[src/verilog/tvp_pkg.sv]
// shared constants and types for the tv power state controller
package tvp_pkg;

   // ---------------------------------------------------------------
   // clock and timing
   // ---------------------------------------------------------------
   localparam int CLK_MHZ         = 200;
   localparam int POR_TIME_MS     = 110;
   localparam int POR_CYCLES      = POR_TIME_MS * 1000 * CLK_MHZ;
   localparam int RC_MIN_PULSE_US = 8;
   localparam int RC_MIN_CYCLES   = RC_MIN_PULSE_US * CLK_MHZ;

   // ---------------------------------------------------------------
   // operating states
   // ---------------------------------------------------------------
   typedef enum logic [1:0] {
      TVP_ST_ON      = 2'b00,
      TVP_ST_STANDBY = 2'b01,
      TVP_ST_OFF     = 2'b10
   } tvp_state_e;

   // ---------------------------------------------------------------
   // command sources
   // ---------------------------------------------------------------
   localparam logic [1:0] SRC_NONE = 2'h0;
   localparam logic [1:0] SRC_KBD  = 2'h1;
   localparam logic [1:0] SRC_RC   = 2'h2;
   localparam logic [1:0] SRC_DATA = 2'h3;

   // ---------------------------------------------------------------
   // command codes
   // ---------------------------------------------------------------
   localparam int          CMD_W         = 6;
   localparam logic [5:0] CMD_EOT       = 6'h00;
   localparam logic [5:0] CMD_STANDBY   = 6'h01;
   localparam logic [5:0] CMD_PROG1     = 6'h03;
   localparam logic [5:0] CMD_PROG2     = 6'h04;
   localparam logic [5:0] CMD_PROG3     = 6'h05;
   localparam logic [5:0] CMD_PROG4     = 6'h06;
   localparam logic [5:0] CMD_PROG5     = 6'h09;
   localparam logic [5:0] CMD_PROG6     = 6'h0A;
   localparam logic [5:0] CMD_PROG7     = 6'h0B;
   localparam logic [5:0] CMD_PROG8     = 6'h0C;
   localparam logic [5:0] CMD_MEM_UP    = 6'h0D;
   localparam logic [5:0] CMD_MEM_DN    = 6'h0E;
   localparam logic [5:0] CMD_PROG9     = 6'h0F;
   localparam logic [5:0] CMD_PROG10    = 6'h10;
   localparam logic [5:0] CMD_DEC_DN    = 6'h11;
   localparam logic [5:0] CMD_DEC_UP    = 6'h12;
   localparam logic [5:0] CMD_ON_STBY   = 6'h14;
   localparam logic [5:0] CMD_STAR      = 6'h15;
   localparam logic [5:0] CMD_PROG14    = 6'h16;
   localparam logic [5:0] CMD_PROG15    = 6'h17;
   localparam logic [5:0] CMD_PROG16    = 6'h18;
   localparam logic [5:0] CMD_ON_OFF    = 6'h3F;

   // ---------------------------------------------------------------
   // remote receiver address
   // ---------------------------------------------------------------
   localparam int          RC_ADDR_W    = 5;
   localparam logic [4:0] RC_SYS_ADDR  = 5'h0A;

   // ---------------------------------------------------------------
   // open-drain output bank layout
   // ---------------------------------------------------------------
   localparam int OD_W       = 14;
   localparam int OD_ANA_LO  = 0;
   localparam int OD_TUNE    = 4;
   localparam int OD_AV_LO   = 5;
   localparam int OD_MS_LO   = 7;
   localparam int OD_AFC     = 9;
   localparam int OD_BAND_LO = 10;
   localparam logic [13:0] OD_BAND_MASK = 14'h3C00;

   // ---------------------------------------------------------------
   // display and pin levels
   // ---------------------------------------------------------------
   localparam int          SEG_W       = 7;
   localparam logic [6:0] SEG_ALL_OFF = 7'h7F;
   localparam logic [6:0] SEG_G_ONLY  = 7'h3F;
   localparam logic       OFF_IND_LVL = 1'b0;

endpackage

[src/verilog/tvp_sync3.sv]
// three-stage input synchroniser with agreement filter
`timescale 1ns/1ps

module tvp_sync3 #(
   parameter logic RESET_VAL = 1'b0
) (
   input  wire logic i_mclk,
   input  wire logic i_rst,
   input  wire logic i_async,
   output logic      o_level
);

   // ---------------------------------------------------------------
   // state
   // ---------------------------------------------------------------
   typedef struct packed {
      logic s1;
      logic s2;
      logic s3;
      logic lvl;
   } tvp_sync_s;

   tvp_sync_s st_reg;
   tvp_sync_s st_next;

   always_comb begin
      st_next     = st_reg;
      st_next.s1  = i_async;
      st_next.s2  = st_reg.s1;
      st_next.s3  = st_reg.s2;
      // level moves only when the two late stages agree
      if (st_reg.s2 == st_reg.s3) begin
         st_next.lvl = st_reg.s3;
      end
   end

   always_ff @(posedge i_mclk) begin
      if (i_rst) begin
         st_reg <= '{RESET_VAL, RESET_VAL, RESET_VAL, RESET_VAL};
      end else begin
         st_reg <= st_next;
      end
   end

   assign o_level = st_reg.lvl;

endmodule

[src/verilog/tvp_pulse_qual.sv]
// minimum-width pulse qualifier for the remote receiver input
`timescale 1ns/1ps

module tvp_pulse_qual #(
   parameter int MIN_CYCLES = tvp_pkg::RC_MIN_CYCLES
) (
   input  wire logic i_mclk,
   input  wire logic i_rst,
   input  wire logic i_level,
   output logic      o_pulse
);

   localparam int CW = $clog2(MIN_CYCLES + 1);

   if (MIN_CYCLES < 1) begin : g_chk
      $error("MIN_CYCLES must be at least one");
   end

   // ---------------------------------------------------------------
   // state
   // ---------------------------------------------------------------
   typedef struct packed {
      logic [CW-1:0] cnt;
      logic          seen;
      logic          pulse;
   } tvp_qual_s;

   tvp_qual_s st_reg;
   tvp_qual_s st_next;

   always_comb begin
      st_next       = st_reg;
      st_next.pulse = 1'b0;
      if (!i_level) begin
         st_next.cnt  = '0;
         st_next.seen = 1'b0;
      end else if (!st_reg.seen) begin
         // one report per pulse once it is wide enough
         if (st_reg.cnt == CW'(MIN_CYCLES - 1)) begin
            st_next.seen  = 1'b1;
            st_next.pulse = 1'b1;
         end else begin
            st_next.cnt = st_reg.cnt + CW'(1);
         end
      end
   end

   always_ff @(posedge i_mclk) begin
      if (i_rst) begin
         st_reg <= '0;
      end else begin
         st_reg <= st_next;
      end
   end

   assign o_pulse = st_reg.pulse;

endmodule

[src/verilog/tvp_power_ctrl.sv]
// operating state controller: power-on reset, on, standby and off
`timescale 1ns/1ps

// Notes on behaviour
// - after the supply comes up an internal reset is held for 110 ms.
// - on drives the display, takes rts as input, standby high, all normal.
// - standby shows only the g segment as a static bar.
// - standby keeps rts as input and drives the standby output low.
// - standby keeps only program, power, memory step, star and decade keys.
// - standby pulls control outputs low and releases the band outputs.
// - off blanks the display, turns rts into an off output, standby low.
// - off disables the display and releases the display drive pin.
// - off accepts no key except on/off.
// - off ignores all remote and data command words.
// - off releases the control outputs so they float high.
// - remote words are taken only when their system address is ten.
module tvp_power_ctrl #(
   parameter int                 POR_CYCLES   = tvp_pkg::POR_CYCLES,
   parameter int                 RC_MIN       = tvp_pkg::RC_MIN_CYCLES,
   parameter tvp_pkg::tvp_state_e START_STATE = tvp_pkg::TVP_ST_STANDBY
) (
   input  wire logic        i_mclk,
   input  wire logic        i_rst,
   input  wire logic        i_kbd_valid,
   input  wire logic [5:0]  i_kbd_cmd,
   input  wire logic        i_rc_valid,
   input  wire logic [4:0]  i_rc_addr,
   input  wire logic [5:0]  i_rc_cmd,
   input  wire logic        i_data_valid,
   input  wire logic [5:0]  i_data_cmd,
   input  wire logic        i_rc_pin,
   input  wire logic        i_hs_in,
   input  wire logic [6:0]  i_seg_n,
   input  wire logic [13:0] i_func_level,
   output logic             o_por_busy,
   output logic [1:0]       o_state,
   output logic             o_standby,
   output logic [6:0]       o_seg_n,
   output logic             o_disp_drive_out,
   output logic             o_disp_drive_oe_n,
   output logic             o_hs_out,
   output logic             o_hs_oe_n,
   output logic             o_rts,
   output logic [13:0]      o_od_out,
   output logic [13:0]      o_od_oe_n,
   output logic             o_rc_pulse,
   output logic             o_cmd_valid,
   output logic [5:0]       o_cmd_code,
   output logic [1:0]       o_cmd_src
);

   localparam int PW = $clog2(POR_CYCLES + 1);

   if (POR_CYCLES < 1 || RC_MIN < 1) begin : g_chk
      $error("POR_CYCLES and RC_MIN must be at least one");
   end

   // ---------------------------------------------------------------
   // state record
   // ---------------------------------------------------------------
   typedef struct packed {
      tvp_pkg::tvp_state_e st;
      logic [PW-1:0]       por_cnt;
      logic                por_busy;
      logic                standby;
      logic [6:0]          seg_n;
      logic                disp_oe_n;
      logic                hs_out;
      logic                hs_oe_n;
      logic                rts;
      logic [13:0]         od_oe_n;
      logic                rc_pulse;
      logic                cmd_valid;
      logic [5:0]          cmd_code;
      logic [1:0]          cmd_src;
   } tvp_ctrl_s;

   tvp_ctrl_s st_reg;
   tvp_ctrl_s st_next;

   logic hs_sync;
   logic rc_sync;
   logic rc_pulse;

   // ---------------------------------------------------------------
   // pin synchronisers
   // ---------------------------------------------------------------
   tvp_sync3 #(
      .RESET_VAL (1'b1)
   ) u_hs_sync (
      .i_mclk  (i_mclk),
      .i_rst   (i_rst),
      .i_async (i_hs_in),
      .o_level (hs_sync)
   );

   tvp_sync3 #(
      .RESET_VAL (1'b0)
   ) u_rc_sync (
      .i_mclk  (i_mclk),
      .i_rst   (i_rst),
      .i_async (i_rc_pin),
      .o_level (rc_sync)
   );

   tvp_pulse_qual #(
      .MIN_CYCLES (RC_MIN)
   ) u_rc_qual (
      .i_mclk  (i_mclk),
      .i_rst   (i_rst),
      .i_level (rc_sync),
      .o_pulse (rc_pulse)
   );

   // ---------------------------------------------------------------
   // key filter for standby
   // ---------------------------------------------------------------
   function automatic logic stby_key_ok(input logic [5:0] c);
      logic ok;
      ok = 1'b0;
      case (c)
         tvp_pkg::CMD_PROG1,  tvp_pkg::CMD_PROG2,
         tvp_pkg::CMD_PROG3,  tvp_pkg::CMD_PROG4,
         tvp_pkg::CMD_PROG5,  tvp_pkg::CMD_PROG6,
         tvp_pkg::CMD_PROG7,  tvp_pkg::CMD_PROG8,
         tvp_pkg::CMD_PROG9,  tvp_pkg::CMD_PROG10,
         tvp_pkg::CMD_PROG14, tvp_pkg::CMD_PROG15,
         tvp_pkg::CMD_PROG16,
         tvp_pkg::CMD_ON_OFF, tvp_pkg::CMD_ON_STBY,
         tvp_pkg::CMD_MEM_UP, tvp_pkg::CMD_MEM_DN,
         tvp_pkg::CMD_STAR,
         tvp_pkg::CMD_DEC_UP, tvp_pkg::CMD_DEC_DN: begin
            ok = 1'b1;
         end
         default: begin
            ok = 1'b0;
         end
      endcase
      return ok;
   endfunction

   // ---------------------------------------------------------------
   // next-state logic
   // ---------------------------------------------------------------
   always_comb begin
      logic                kbd_ok;
      logic                rc_ok;
      logic                data_ok;
      logic                take;
      logic [5:0]          code;
      logic [1:0]          src;
      tvp_pkg::tvp_state_e ns;
      kbd_ok  = 1'b0;
      rc_ok   = 1'b0;
      data_ok = 1'b0;
      take    = 1'b0;
      code    = tvp_pkg::CMD_EOT;
      src     = tvp_pkg::SRC_NONE;
      ns      = st_reg.st;
      st_next = st_reg;

      st_next.rc_pulse = rc_pulse;

      // power-on hold
      if (st_reg.por_busy) begin
         if (st_reg.por_cnt == PW'(POR_CYCLES - 1)) begin
            st_next.por_busy = 1'b0;
         end else begin
            st_next.por_cnt = st_reg.por_cnt + PW'(1);
         end
      end

      // source acceptance per state
      case (st_reg.st)
         tvp_pkg::TVP_ST_ON: begin
            kbd_ok  = i_kbd_valid;
            rc_ok   = i_rc_valid;
            data_ok = i_data_valid;
         end
         tvp_pkg::TVP_ST_STANDBY: begin
            kbd_ok  = i_kbd_valid && stby_key_ok(i_kbd_cmd);
            rc_ok   = i_rc_valid;
            data_ok = i_data_valid;
         end
         tvp_pkg::TVP_ST_OFF: begin
            kbd_ok  = i_kbd_valid
                      && (i_kbd_cmd == tvp_pkg::CMD_ON_OFF);
            rc_ok   = 1'b0;
            data_ok = 1'b0;
         end
         default: begin
            kbd_ok  = 1'b0;
            rc_ok   = 1'b0;
            data_ok = 1'b0;
         end
      endcase
      rc_ok = rc_ok && (i_rc_addr == tvp_pkg::RC_SYS_ADDR);

      // keyboard first, then remote, then data input
      if (st_reg.por_busy) begin
         take = 1'b0;
      end else if (kbd_ok) begin
         take = 1'b1;
         code = i_kbd_cmd;
         src  = tvp_pkg::SRC_KBD;
      end else if (rc_ok) begin
         take = 1'b1;
         code = i_rc_cmd;
         src  = tvp_pkg::SRC_RC;
      end else if (data_ok) begin
         take = 1'b1;
         code = i_data_cmd;
         src  = tvp_pkg::SRC_DATA;
      end
      st_next.cmd_valid = take;
      st_next.cmd_code  = take ? code : tvp_pkg::CMD_EOT;
      st_next.cmd_src   = take ? src : tvp_pkg::SRC_NONE;

      // state changes on toggles only
      if (take && code == tvp_pkg::CMD_ON_OFF) begin
         if (st_reg.st == tvp_pkg::TVP_ST_OFF) begin
            ns = tvp_pkg::TVP_ST_ON;
         end else begin
            ns = tvp_pkg::TVP_ST_OFF;
         end
      end else if (take && code == tvp_pkg::CMD_ON_STBY) begin
         if (st_reg.st == tvp_pkg::TVP_ST_ON) begin
            ns = tvp_pkg::TVP_ST_STANDBY;
         end else if (st_reg.st == tvp_pkg::TVP_ST_STANDBY) begin
            ns = tvp_pkg::TVP_ST_ON;
         end
      end
      st_next.st = ns;

      // pin and display levels for the coming state
      case (ns)
         tvp_pkg::TVP_ST_ON: begin
            st_next.seg_n     = i_seg_n;
            st_next.disp_oe_n = 1'b0;
            st_next.hs_oe_n   = 1'b1;
            st_next.rts       = hs_sync;
            st_next.standby   = 1'b1;
            st_next.od_oe_n   = i_func_level;
         end
         tvp_pkg::TVP_ST_STANDBY: begin
            st_next.seg_n     = tvp_pkg::SEG_G_ONLY;
            st_next.disp_oe_n = 1'b0;
            st_next.hs_oe_n   = 1'b1;
            st_next.rts       = hs_sync;
            st_next.standby   = 1'b0;
            st_next.od_oe_n   = tvp_pkg::OD_BAND_MASK;
         end
         tvp_pkg::TVP_ST_OFF: begin
            st_next.seg_n     = tvp_pkg::SEG_ALL_OFF;
            st_next.disp_oe_n = 1'b1;
            st_next.hs_oe_n   = 1'b0;
            st_next.rts       = 1'b0;
            st_next.standby   = 1'b0;
            st_next.od_oe_n   = '1;
         end
         default: begin
            st_next.seg_n     = tvp_pkg::SEG_ALL_OFF;
            st_next.disp_oe_n = 1'b1;
            st_next.hs_oe_n   = 1'b1;
            st_next.rts       = 1'b0;
            st_next.standby   = 1'b0;
            st_next.od_oe_n   = '1;
         end
      endcase
      st_next.hs_out = tvp_pkg::OFF_IND_LVL;
   end

   // ---------------------------------------------------------------
   // state register
   // ---------------------------------------------------------------
   always_ff @(posedge i_mclk) begin
      if (i_rst) begin
         st_reg.st        <= START_STATE;
         st_reg.por_cnt   <= '0;
         st_reg.por_busy  <= 1'b1;
         st_reg.standby   <= 1'b0;
         st_reg.seg_n     <= tvp_pkg::SEG_ALL_OFF;
         st_reg.disp_oe_n <= 1'b1;
         st_reg.hs_out    <= tvp_pkg::OFF_IND_LVL;
         st_reg.hs_oe_n   <= 1'b1;
         st_reg.rts       <= 1'b0;
         st_reg.od_oe_n   <= '1;
         st_reg.rc_pulse  <= 1'b0;
         st_reg.cmd_valid <= 1'b0;
         st_reg.cmd_code  <= tvp_pkg::CMD_EOT;
         st_reg.cmd_src   <= tvp_pkg::SRC_NONE;
      end else begin
         st_reg <= st_next;
      end
   end

   // ---------------------------------------------------------------
   // outputs
   // ---------------------------------------------------------------
   assign o_por_busy        = st_reg.por_busy;
   assign o_state           = st_reg.st;
   assign o_standby         = st_reg.standby;
   assign o_seg_n           = st_reg.seg_n;
   assign o_disp_drive_out  = 1'b0;
   assign o_disp_drive_oe_n = st_reg.disp_oe_n;
   assign o_hs_out          = st_reg.hs_out;
   assign o_hs_oe_n         = st_reg.hs_oe_n;
   assign o_rts             = st_reg.rts;
   assign o_od_out          = '0;
   assign o_od_oe_n         = st_reg.od_oe_n;
   assign o_rc_pulse        = st_reg.rc_pulse;
   assign o_cmd_valid       = st_reg.cmd_valid;
   assign o_cmd_code        = st_reg.cmd_code;
   assign o_cmd_src         = st_reg.cmd_src;

endmodule

[config.mk]
export PLATFORM = sky130hd
export DESIGN_NAME = tvp_power_ctrl
export DESIGN_NICKNAME = d
export VERILOG_FILES = /design/src/verilog/tvp_pkg.sv /design/src/verilog/tvp_sync3.sv /design/src/verilog/tvp_pulse_qual.sv /design/src/verilog/tvp_power_ctrl.sv
export SDC_FILE = /design/constraint.sdc
export NUM_CORES = 1
export LEC_CHECK = 0
export ABC_AREA = 1
export BUFFER_PORTS_ARGS = -buffer_cell sky130_fd_sc_hd__buf_2
export CORE_MARGIN = 2
export CORE_UTILIZATION = 30
export DETAILED_ROUTE_END_ITERATION = 8
export PLACE_DENSITY = 0.52
export SYNTH_ARGS = -nofsm -noshare
export SYNTH_HDL_FRONTEND = slang
export SYNTH_SLANG_ARGS = --single-unit
[constraint.sdc]
create_clock -name i_mclk -period 5.2 [get_ports i_mclk]
set_clock_uncertainty 0.1 [all_clocks]
set_input_delay 0 -clock i_mclk [delete_from_list [all_inputs] [get_ports i_mclk]]
set_output_delay 0 -clock i_mclk [all_outputs]
set_load 0.005 [all_outputs]
## Word level (Yosys, flattened, before mapping)

Memories as Yosys holds them, arrays and structs flattened.
Index checks and enable logic that the tools add are counted.

| storage, ports and cells | value |
|---|---|
| output and inout port bits | 54 |
| word-level logic and storage cells | 87 |
| RAM bits | 0 |
| bits in read-only memories | 64 |
| memories | 1 |
| flip-flop bits (word level) | 85 |
| input bits | 51 |
| bits in latches | 0 |

Memory list:

| memory | depth | width | rd ports | clocked after memory_dff | write ports | RTL line | text |
|---|---|---|---|---|---|---|---|
| (name not given) | 64 | 1 | 1 | 0 | 0 | tvp_power_ctrl.sv:121 | `case (c)` |

| cells by class | value |
|---|---|
| $lt $le $gt $ge | 0 |
| bitwise logic cells | 5 |
| shift operators | 0 |
| multiplexer cells | 26 |
| add/subtract/negate cells | 2 |
| multipliers | 0 |
| equality and inequality tests | 12 |
| divide/modulo/power cells | 0 |
| reductions and logical operators | 15 |

Operator list:

| kind | count |
|---|---|
| $pmux W16 S3 | 1 |
| $add A25 B1 Y25 const B | 1 |
| $eq A25 B25 Y1 const B | 1 |
| $mux W6 | 4 |
| $mux W2 | 10 |
| $pmux W9 S2 | 1 |
| $eq A6 B6 Y1 const B | 2 |
| $add A11 B1 Y11 const B | 1 |
| $eq A11 B11 Y1 const B | 1 |
| $mux W1 | 9 |
| $eq A6 B5 Y1 const B | 1 |
| $reduce_or A2 Y1 | 3 |
| $reduce_or A3 Y1 | 2 |
| $eq A5 B4 Y1 const B | 1 |
| $logic_and A1 B1 Y1 | 5 |
| $not A1 Y1 | 5 |
| $eq A2 B1 Y1 const B | 2 |
| $eq A2 B2 Y1 const B | 2 |
| $logic_not A2 Y1 | 2 |
| $reduce_and A2 Y1 | 2 |
| $reduce_or A4 Y1 | 1 |
| $pmux W1 S3 | 1 |
| $eq A1 B1 Y1 | 2 |

## Logic depth before layout (Yosys ltp)

Gate-level depths: netlist (run 1).

| depth | value |
|---|---|
| depth after elaboration | 13 |
| depth in mapped cells | 24 |
| depth with buffers taken out | 23 |

## Modules after synthesis

From an unflattened synthesis (run 1), not the netlist that was laid out.

| unflattened totals | value |
|---|---|
| cells, all modules | 602 |
| area, all modules | 4,371.7 um^2 |

Modules (own cells, without submodules):

| module | cells an instance | area each (um^2) | seq. area each (um^2) | times used |
|---|---|---|---|---|
| tvp_power_ctrl | 483 | 3,472.1 | 1,261.2 | 1 |
| tvp_pulse_qual | 91 | 649.4 | 260.2 | 1 |
| tvp_sync3 (u_hs_sync) | 15 | 128.9 | 80.1 | 1 |
| tvp_sync3 (u_rc_sync) | 13 | 121.4 | 80.1 | 1 |

## Least setup slack after synthesis (run 1)

No wires, ideal clock.

| path | value |
|---|---|
| kind | register -> register |
| start point | register st_reg, in the netlist o_state[0] |
| end point | register st_reg, in the netlist o_seg_n[0] |
| setup slack | 2.115 ns |
| buffers on the path | 1 |
| data required time | 4.961 ns |
| cell stages (with the launch flop) | 22 |
| setup time | 0.139 ns |
| clock period less this slack | 3.085 ns |
| arrival | 2.846 ns |
| cell sequence | dfxtp_1 inv_1 ha_1 nor2_1 nor3b_1 nand2_1 inv_2 nor2_2 nand2_1 nand2_1 inv_2 nand2_1 nand3_1 nor2_1 nand3_2 nand3_1 nand2_1 inv_1 ha_1 clkbuf_1 nor3b_1 nand2_1 |

RTL lines:

| item | RTL line | text |
|---|---|---|
| start, declared | tvp_power_ctrl.sv:78 | `tvp_ctrl_s st_reg;` |
| start signal, assigned | tvp_power_ctrl.sv:293 | `st_reg <= st_next;` |

==> results of run 1 <==
worst paths after layout:
path / end / startpoint
hold / removal: u_rc_sync.st_next[2]$_SDFF_PP0_ / i_rst
setup reg to reg: o_seg_n[1]$_SDFF_PP1_ / o_state[1]$_SDFF_PP0_
setup / recovery: o_seg_n[1]$_SDFF_PP1_ / o_state[1]$_SDFF_PP0_
hold reg to reg: u_rc_sync.st_next[1]$_SDFF_PP0_ / u_rc_sync.st_next[2]$_SDFF_PP0_
kinds of logic after synthesis:
kind of cell    after synthesis
compound gates               59
simple gates                255
other cells                   1
buf+inv                     116
xor+xnor                      1
fa+ha+maj                    12
flops                        84
per-layer routing:
layer | global-route usage | up-vias | share of wire
li1 | - | 1787 | -
met1 | 0.148 | 1524 | 0.45
met2 | 0.221 | 73 | 0.49
met3 | 0.0232 | 12 | 0.039
met4 | 0.0647 | 0 | 0.022
met5 | 0 | - | 0
layout by cell type (no fill, tap or decap), drive strengths merged, types with 9 or more instances in the layout:
cell	n
nor2	69
ha	12
inv	68
nand2	117
a21oi	27
conb	16
nand3	30
dlygate4sd3	23
nor3	15
buf	88
clkbuf	9
dfxtp	84
o21ai	19
where the power goes:
| part | switching, mW | leakage, nW | internal [mW] | total (mW) |
|---|---|---|---|---|
| clock network | 0.291 | 0.141 | 0.336 | 0.628 |
| logic | 0.0411 | 1.26 | 0.0402 | 0.0813 |
| registers | 0.00364 | 0.684 | 0.652 | 0.656 |
cell type report:
cell class / count / area, um^2 / area share
multi-input combinational: 343 / 1690 / 0.354
clock buffer: 9 / 225 / 0.0470
tap: 172 / 215 / 0.0449
sequential: 84 / 1680 / 0.351
clock inverter: 7 / 65.1 / 0.0136
inverter: 63 / 236 / 0.0494
timing repair buffer: 111 / 671 / 0.140
metrics by stage:
stage	cell area [um^2]	power [mW]	setup WS, ps	utilization
3_5_place_dp	4270	0.739	1360	0.335
5_1_grt	4790	1.42	778	0.376
6_report	4790	1.36	1410	0.376
3_3_place_gp	4270	0.738	1600	0.335
2_1_floorplan	3990	0.720	2110	-
4_1_cts	4790	1.39	1350	0.376
==> impl_metrics.json, run 1 <==
{
  "hold_path.class": "in2reg",
  "path_max_fanout": 17,
  "synthTopCellsByCount": "nand2_1 (114), dfxtp_1 (84), nor2_1 (63), inv_1 (55), buf_4 (47)",
  "fmax_ghz": 0.264,
  "start_util": 0.309,
  "reg2reg_depth": 20,
  "outcome": "finished clean",
  "drive_above_1_share": 0.211,
  "synthToLayoutAreaGrowth_pct": 21.8,
  "crit_chain": "inv_1 -> ha_1 -> nor2_1 -> nor3b_1 -> nand2_1 -> inv_2 -> nor2_2 -> nand2_1 -> nand2_1 -> inv_2 -> nand2_1 -> nand3_1 -> nor2_1 -> nand3_2 -> nand3_1 -> nand2_1 -> inv_1 -> ha_1 -> nor3b_1 -> nand2_1",
  "dieArea_um2": 14000,
  "h-tree-depth": 3,
  "vias": 3396,
  "port_buffers": 88,
  "fin_setup_tns_ps": 0,
  "cp.required_ps": 5310,
  "finalNetCount": 675,
  "drt_iter0_markers": 148,
  "io_pins": 105,
  "synthTopCellsByArea": "dfxtp_1 (43%), nand2_1 (11%), buf_4 (9.0%)",
  "largest_reg_flops": 25,
  "route.detailed.drc": 0,
  "synth.most_common_cell": "nand2_1",
  "synth_edf_count": 0,
  "cts_made_buffers": 9,
  "setup_viol": 0,
  "grt_antenna_before_repair": 0,
  "cp_slowest_stage_delay_ps": 600,
  "via_per_inst": 4.30,
  "arrival_ps": 3890,
  "crit_slowest_cell": "nor3b_1",
  "clk_pin_slew_worst_paths_ps": 70,
  "die_x_um": 118,
  "fillCellCount": 1371,
  "worst_pin_slew_ps": 721,
  "synth_mux_area_frac": 0,
  "syn_inst": 528,
  "final_cells": 789,
  "overflow": 0,
  "core_um2": 12700,
  "placedCellCount": 750,
  "wirelength_um": 8630,
  "worstSetupEndpointType": "flip-flop",
  "grt_setup_unrepaired": "no",
  "cts_resized": 0,
  "n_antenna_cell": 0,
  "synth_seq_area_share": 0.428,
  "relSlewSlack": 0.519,
  "finalMaxSlewViolations": 0,
  "grt_max_degree": 25,
  "ys_warn_count": 0,
  "p_leak_nw": 2.08,
  "critPathKind": "reg2reg",
  "grt_pass1_vias": 3226,
  "cts.path.max_buffers": 2,
  "crit_cells": 20,
  "synth_top_area_share": 0.428,
  "netlist.top_cell.by_area": "dfxtp_1",
  "gp_congestion": 0.806,
  "ys_async_sr_fraction": 0,
  "ant_nets": 0,
  "yosys_most_used_dff": "dfxtp_1",
  "drt-pass1-iter-count": 4,
  "avgSynthCellArea_um2": 7.45,
  "critPathLaunchType": "flip-flop",
  "synthXorXnorAreaFrac": 0.00223,
  "hpwlAfterDp_um": 6340,
  "die_h_um": 118,
  "synthSimpleGateAreaFrac": 0.292,
  "wire_per_inst_um": 10.9,
  "cts_sinks": 84,
  "synth_top_family_by_area": "simple AND/OR/NAND/NOR gates",
  "crit_top_cell": "nand2_1",
  "cts_root_buf": "clkbuf_16",
  "fin_crit_sh": 0.728,
  "rrSetupSlack_ps": 1410,
  "synth_compound_gate_area_share": 0.0837,
  "synth.distinct_cells": 35,
  "powerDensity_nw_per_um2": 285,
  "synth-adder-area-share": 0.0382,
  "crit_family": "simple AND/OR/NAND/NOR gates",
  "insertion_delay_ps": 340,
  "cts_hold_buffers": 23,
  "maxCapViolCount": 0,
  "hold_slack_ps": 1.20,
  "path_buf_inv": 4,
  "worstHoldPathCells": 2,
  "synth_area_um2": 3930,
  "cts_tree": "done",
  "post_cts_buffers": 0,
  "grt_pass1_wl_um": 14400,
  "peakVddDrop_mv": 0.147,
  "final_hold_viol_count": 0,
  "rows": 41,
  "synth.ff_latch_count": 84,
  "grt_usage": 0.127,
  "period_minus_slack_ps": 3790
}
No activity file was read; power rests on OpenSTA's default activity.
==> inputs of run 2 (changes only) <==
Settings changed: ABC_AREA 1 to 0, PLACE_DENSITY 0.52 to 0.54.
Clock period 5.2 ns to 3.35 ns, I/O delays scaled along.
==> impl_metrics.json, run 2 <==
{
  "outcome": "finished clean",
  "total_power_mw": 2.16,
  "synth_seq_area_share": 0.432,
  "syn_inst": 451,
  "synthTopCellsByCount": "dfxtp_1 (84), nand2_1 (59), nor2_1 (48), buf_4 (47), o21ai_0 (23)",
  "drive_above_1_share": 0.242,
  "fin_crit_sh": 0.929,
  "cts_sinks": 84,
  "critPathLaunchType": "flip-flop",
  "worst_pin_slew_ps": 829,
  "overflow": 0,
  "hold_slack_ps": 54.1,
  "netlist.top_cell.by_area": "dfxtp_1",
  "finalMaxSlewViolations": 0,
  "synth_area_um2": 3900,
  "maxCapViolCount": 0,
  "cp_slowest_stage_delay_ps": 390,
  "h-tree-depth": 3,
  "ys_async_sr_fraction": 0,
  "regArea_um2": 1680,
  "ys_warn_count": 0,
  "crit_chain": "inv_2 -> ha_1 -> nor4_1 -> o21ai_0 -> a31oi_2 -> mux2_2 -> mux2i_1 -> and2_1 -> ha_1 -> nor2_1 -> or2_2 -> a21o_1",
  "multi_input_area_um2": 1890,
  "synthTopCellsByArea": "dfxtp_1 (43%), buf_4 (9.1%), nand2_1 (5.7%)",
  "final_cell_mix": "buf_2 (88), dfxtp_1 (84), nand2_1 (59)",
  "finalNetCount": 615,
  "dieArea_um2": 13900,
  "via_per_inst": 4.39,
  "largest_reg_flops": 25,
  "io_pins": 105,
  "yosys_most_used_dff": "dfxtp_1",
  "period_minus_slack_ps": 3110,
  "cts_tree": "done",
  "final_util": 0.394,
  "relSlewSlack": 0.447,
  "synth.most_common_cell": "dfxtp_1",
  "die_h_um": 118,
  "dpl_cell_area_um2": 4280,
  "critPathKind": "reg2reg",
  "n_antenna_cell": 0,
  "start_util": 0.307,
  "core_um2": 12700,
  "grt_usage": 0.119,
  "grt_max_degree": 48,
  "synth_top_area_share": 0.432,
  "crit_family": "simple AND/OR/NAND/NOR gates",
  "reg2reg_from": "o_state[0]$_SDFF_PP1_",
  "grt_antenna_before_repair": 0,
  "peakVddDrop_mv": 0.179,
  "wire_per_inst_um": 11.2,
  "insertion_delay_ps": 340,
  "path_max_fanout": 3,
  "hp-start": "i_rc_cmd[4]",
  "route.detailed.drc": 0,
  "fmax_ghz": 0.321,
  "powerDensity_nw_per_um2": 434,
  "fin_setup_tns_ps": 0,
  "startpoint": "o_state[0]$_SDFF_PP1_",
  "worstSetupEndpointType": "flip-flop",
  "final_hold_viol_count": 0,
  "crit_top_cell": "ha_1",
  "cts.path.max_buffers": 2,
  "synth_edf_count": 0,
  "synth.distinct_cells": 41,
  "ant_nets": 0,
  "port_buffers": 88,
  "synth.ff_latch_count": 84,
  "stdcell_area_um2": 4990,
  "drt_iter0_markers": 128,
  "vias": 3199,
  "grt_pass1_wl_um": 13600,
  "wirelength_um": 8190,
  "arrival_ps": 3250,
  "hpwlAfterDp_um": 5780,
  "path_buf_inv": 1,
  "avgSynthCellArea_um2": 8.64,
  "drt-pass1-iter-count": 4,
  "setup_viol": 0,
  "fillCellCount": 1302,
  "cts_root_buf": "clkbuf_16",
  "crit_slowest_cell": "mux2_2",
  "synthToLayoutAreaGrowth_pct": 28.0,
  "final_common_cell": "buf_2",
  "cp.required_ps": 3490,
  "cts_made_buffers": 9,
  "rrSetupSlack_ps": 240,
  "hold_path.class": "in2reg",
  "gp_congestion": 0.768,
  "die_x_um": 118,
  "grt_pass1_vias": 2978,
  "clk_pin_slew_worst_paths_ps": 60,
  "rows": 41,
  "p_leak_nw": 2.05
}
==> run 2: changes by cell type in the layout (fill, tap and decap cells not counted), sizes merged, moves of 11 or more <==
cell and delta:
nand2 -58, nor2 -21, buf +14, mux2i +11
a21oi -12, nand3 -22, or3 +14, inv -58
xor2 +15
==> run 2: per-layer routing <==
| metal | share of wire | up-vias | track usage | wire length (um) |
|---|---|---|---|---|
| met2 | 0.49 | 83 | 0.206 | 4020 |
| met1 | 0.45 | 1444 | 0.140 | 3670 |
| met5 | 0 | - | 0 | 0 |
| li1 | - | 1664 | - | - |
| met4 | 0.013 | 0 | 0.0429 | 103 |
| met3 | 0.048 | 8 | 0.0354 | 396 |
==> run 2: cell type report <==
class	count	share of cell area
flip-flops and latches	84	0.337
well taps	172	0.0432
repair buffers	134	0.174
clock buffers	10	0.0479
inverters	8	0.00602
multi-input cells	315	0.378
clock inverters	6	0.0140
==> run 2: stage by stage <==
stage          setup slack (ps)  std cells
3_3_place_gp                164        677
2_1_floorplan              42.9        466
3_5_place_dp              -29.0        677
5_1_grt                   -13.3        729
4_1_cts                    11.0        729
6_report                    240        729
==> run 2: logic make-up after synthesis <==
family,count (synthesis),synth area share
adder cells (fa/ha/maj),12,0.0385
multiplexers,12,0.0312
AND/OR/NAND/NOR,202,0.263
buffers and inverters,67,0.110
other,1,0.000962
flip-flops,84,0.432
XOR/XNOR,23,0.0517
AO/OA/AOI/OAI,50,0.0723
==> run 2: worst paths after layout <==
path / end / depth (start not counted)
max: o_seg_n[6]$_SDFF_PP1_ / 12
min: o_cmd_code[4]$_SDFF_PP0_ / 5
min reg2reg: u_hs_sync.st_next[1]$_SDFF_PP1_ / 1
max reg2reg: o_seg_n[6]$_SDFF_PP1_ / 12
==> run 2: worst register-to-register path: cells and delay by family, from the launching register on <==
family          cells  cell delay [ps]
compound gates      3              610
fa+ha+maj           2              440
buf+inv             1               80
flops               1              380
mux                 2              630
simple gates        4              770
==> run 2: timing repair <==
| item | 4_1_cts | 5_1_grt |
|---|---|---|
| pin swaps | 1 | 3 |
| gates cloned | 0 | 0 |
| endpoints found under the setup margin | 1 | 23 |
| hold endpoints to repair | 29 | 0 |
| hold buffers | 32 | 0 |
| resized for setup | 0 | 11 |
| setup buffers | 4 | 0 |
==> run 2: where the power goes <==
group | switching, mW | internal, mW | leakage [nW]
Sequential | 0.00564 | 1.01 | 0.684
Clock | 0.404 | 0.604 | 0.153
Combinational | 0.0614 | 0.0754 | 1.22
==> inputs of run 3 (changes only) <==
Settings changed: CORE_ASPECT_RATIO from default to 0.75.
==> impl_metrics.json, run 3 (same netlist as run 2, synthesis figures left out) <==
{
  "maxCapViolCount": 0,
  "port_buffers": 88,
  "rows": 36,
  "overflow": 0,
  "synthToLayoutAreaGrowth_pct": 32.2,
  "critPathKind": "reg2reg",
  "cts_made_buffers": 9,
  "wl_met1_um": 3920,
  "final_cells": 729,
  "setup_viol": 0,
  "rrSetupSlack_ps": 150,
  "die_h_um": 103,
  "final.setup.worst_slack_ps": 153,
  "top_layer": "met4",
  "drt_iter0_markers": 176,
  "grt_antenna_before_repair": 0,
  "p_leak_nw": 2.09,
  "hold_path.class": "in2reg",
  "grt_max_degree": 48,
  "dieArea_um2": 13900,
  "clk_pin_slew_worst_paths_ps": 60,
  "stdcell_area_um2": 5150,
  "hpwlAfterDp_um": 5790,
  "fin_crit_sh": 0.954,
  "peakVddDrop_mv": 0.255,
  "cts_root_buf": "clkbuf_16",
  "n_antenna_cell": 0,
  "power_switching_mw": 0.481,
  "route.met3.wl_um": 601,
  "largest_reg_flops": 25,
  "grt_pass1_wl_um": 13300,
  "grt_setup_unrepaired": "yes",
  "cp.required_ps": 3490,
  "relSlewSlack": 0.394,
  "ant_nets": 0,
  "drive_above_1_share": 0.267,
  "via_per_inst": 4.45,
  "p_sw_frac": 0.209,
  "path_max_fanout": 7,
  "grt_usage": 0.120,
  "final_cell_mix": "buf_2 (88), dfxtp_1 (82), nand2_1 (57)",
  "dp_slack_ps": -34.8,
  "dpl_cell_area_um2": 4280,
  "pwr-share-comb": 0.061,
  "outcome": "finished clean",
  "power.internal_mw": 1.82,
  "route.detailed.drc": 0,
  "die_x_um": 136,
  "wirelength_um": 8490,
  "vias": 3244,
  "placedCellCount": 676,
  "fillCellCount": 1259,
  "drt-pass1-iter-count": 4,
  "cts_tree": "done",
  "h-tree-depth": 3,
  "start_util": 0.304,
  "critPathLaunchType": "flip-flop",
  "met2_length_um": 3870,
  "finalNetCount": 616,
  "fmax_ghz": 0.313,
  "powerDensity_nw_per_um2": 447,
  "final_util": 0.401,
  "final_common_cell": "buf_2",
  "core_um2": 12800,
  "clock_power_share": 0.497,
  "final_hold_viol_count": 0,
  "io_pins": 105,
  "gp_congestion": 0.819,
  "cts_sinks": 84,
  "period_minus_slack_ps": 3200,
  "worstSetupEndpointType": "flip-flop",
  "finalMaxSlewViolations": 0,
  "worst_pin_slew_ps": 909,
  "arrival_ps": 3330,
  "fin_setup_tns_ps": 0,
  "grt_pass1_vias": 2916,
  "wire_per_inst_um": 11.7,
  "insertion_delay_ps": 340,
  "cts.path.max_buffers": 2,
  "seq_power_share": 0.441
}
==> run 3: worst paths after layout <==
check                                         end  depth (start not counted)                             from
setup / recovery         o_od_oe_n[13]$_SDFF_PP1_                         13            o_state[0]$_SDFF_PP1_
hold / removal            o_cmd_src[0]$_SDFF_PP0_                          4                     i_data_valid
setup reg to reg         o_od_oe_n[13]$_SDFF_PP1_                         13            o_state[0]$_SDFF_PP1_
hold reg to reg   u_hs_sync.st_next[1]$_SDFF_PP1_                          1  u_hs_sync.st_next[2]$_SDFF_PP1_
==> run 3: area by class of cell <==
class | count | area (um^2) | share of cell area
clock buffers | 9 | 225 | 0.0437
clock inverters | 7 | 121 | 0.0236
inverters | 8 | 37.5 | 0.00729
multi-input cells | 315 | 1990 | 0.386
flip-flops and latches | 84 | 1690 | 0.327
well taps | 171 | 214 | 0.0415
repair buffers | 135 | 877 | 0.170
==> run 3: power groups by stage <==
stage	combinational, mW	sequential [mW]	clock, mW
6_report	0.141	1.02	1.15
3_3_place_gp	0.104	1.04	0
4_1_cts	0.136	1.02	1.18
3_5_place_dp	0.104	1.04	0
2_1_floorplan	0.0713	1.04	0
5_1_grt	0.154	1.02	1.22
==> run 3: through the flow <==
step           power (mW)  hold slack (ps)
4_1_cts              2.33             8.57
3_3_place_gp         1.14             85.5
6_report             2.30             30.0
3_5_place_dp         1.15             86.7
5_1_grt              2.39             40.0
2_1_floorplan        1.11             1.47
==> run 3: timing repair <==
action | 4_1_cts | 5_1_grt
pin swaps | 2 | 8
buffers inserted | 1 | 3
gates cloned | 0 | 1
hold endpoints to repair | 30 | 0
resized for setup | 8 | 32
hold buffers | 32 | 0
endpoints found under the setup margin | 7 | 23
==> run 3: critical path, cell delays in order, from the launching register on <==
cell and delay (ps):
dfxtp_4 370, clkinv_4 60, ha_4 140, nor2_4 50, nor4b_4 520, mux2i_1 160, nor4_1 310, mux2i_1 170
or3_4 400, and2_4 200, ha_4 250, nor3b_4 190, buf_6 140, nand2_1 40
==> run 3: metal layers <==
layer | up-vias | GRT usage
met4 | 0 | 0.0417
met5 | - | 0
met1 | 1483 | 0.141
met2 | 92 | 0.206
met3 | 7 | 0.0398
li1 | 1662 | -
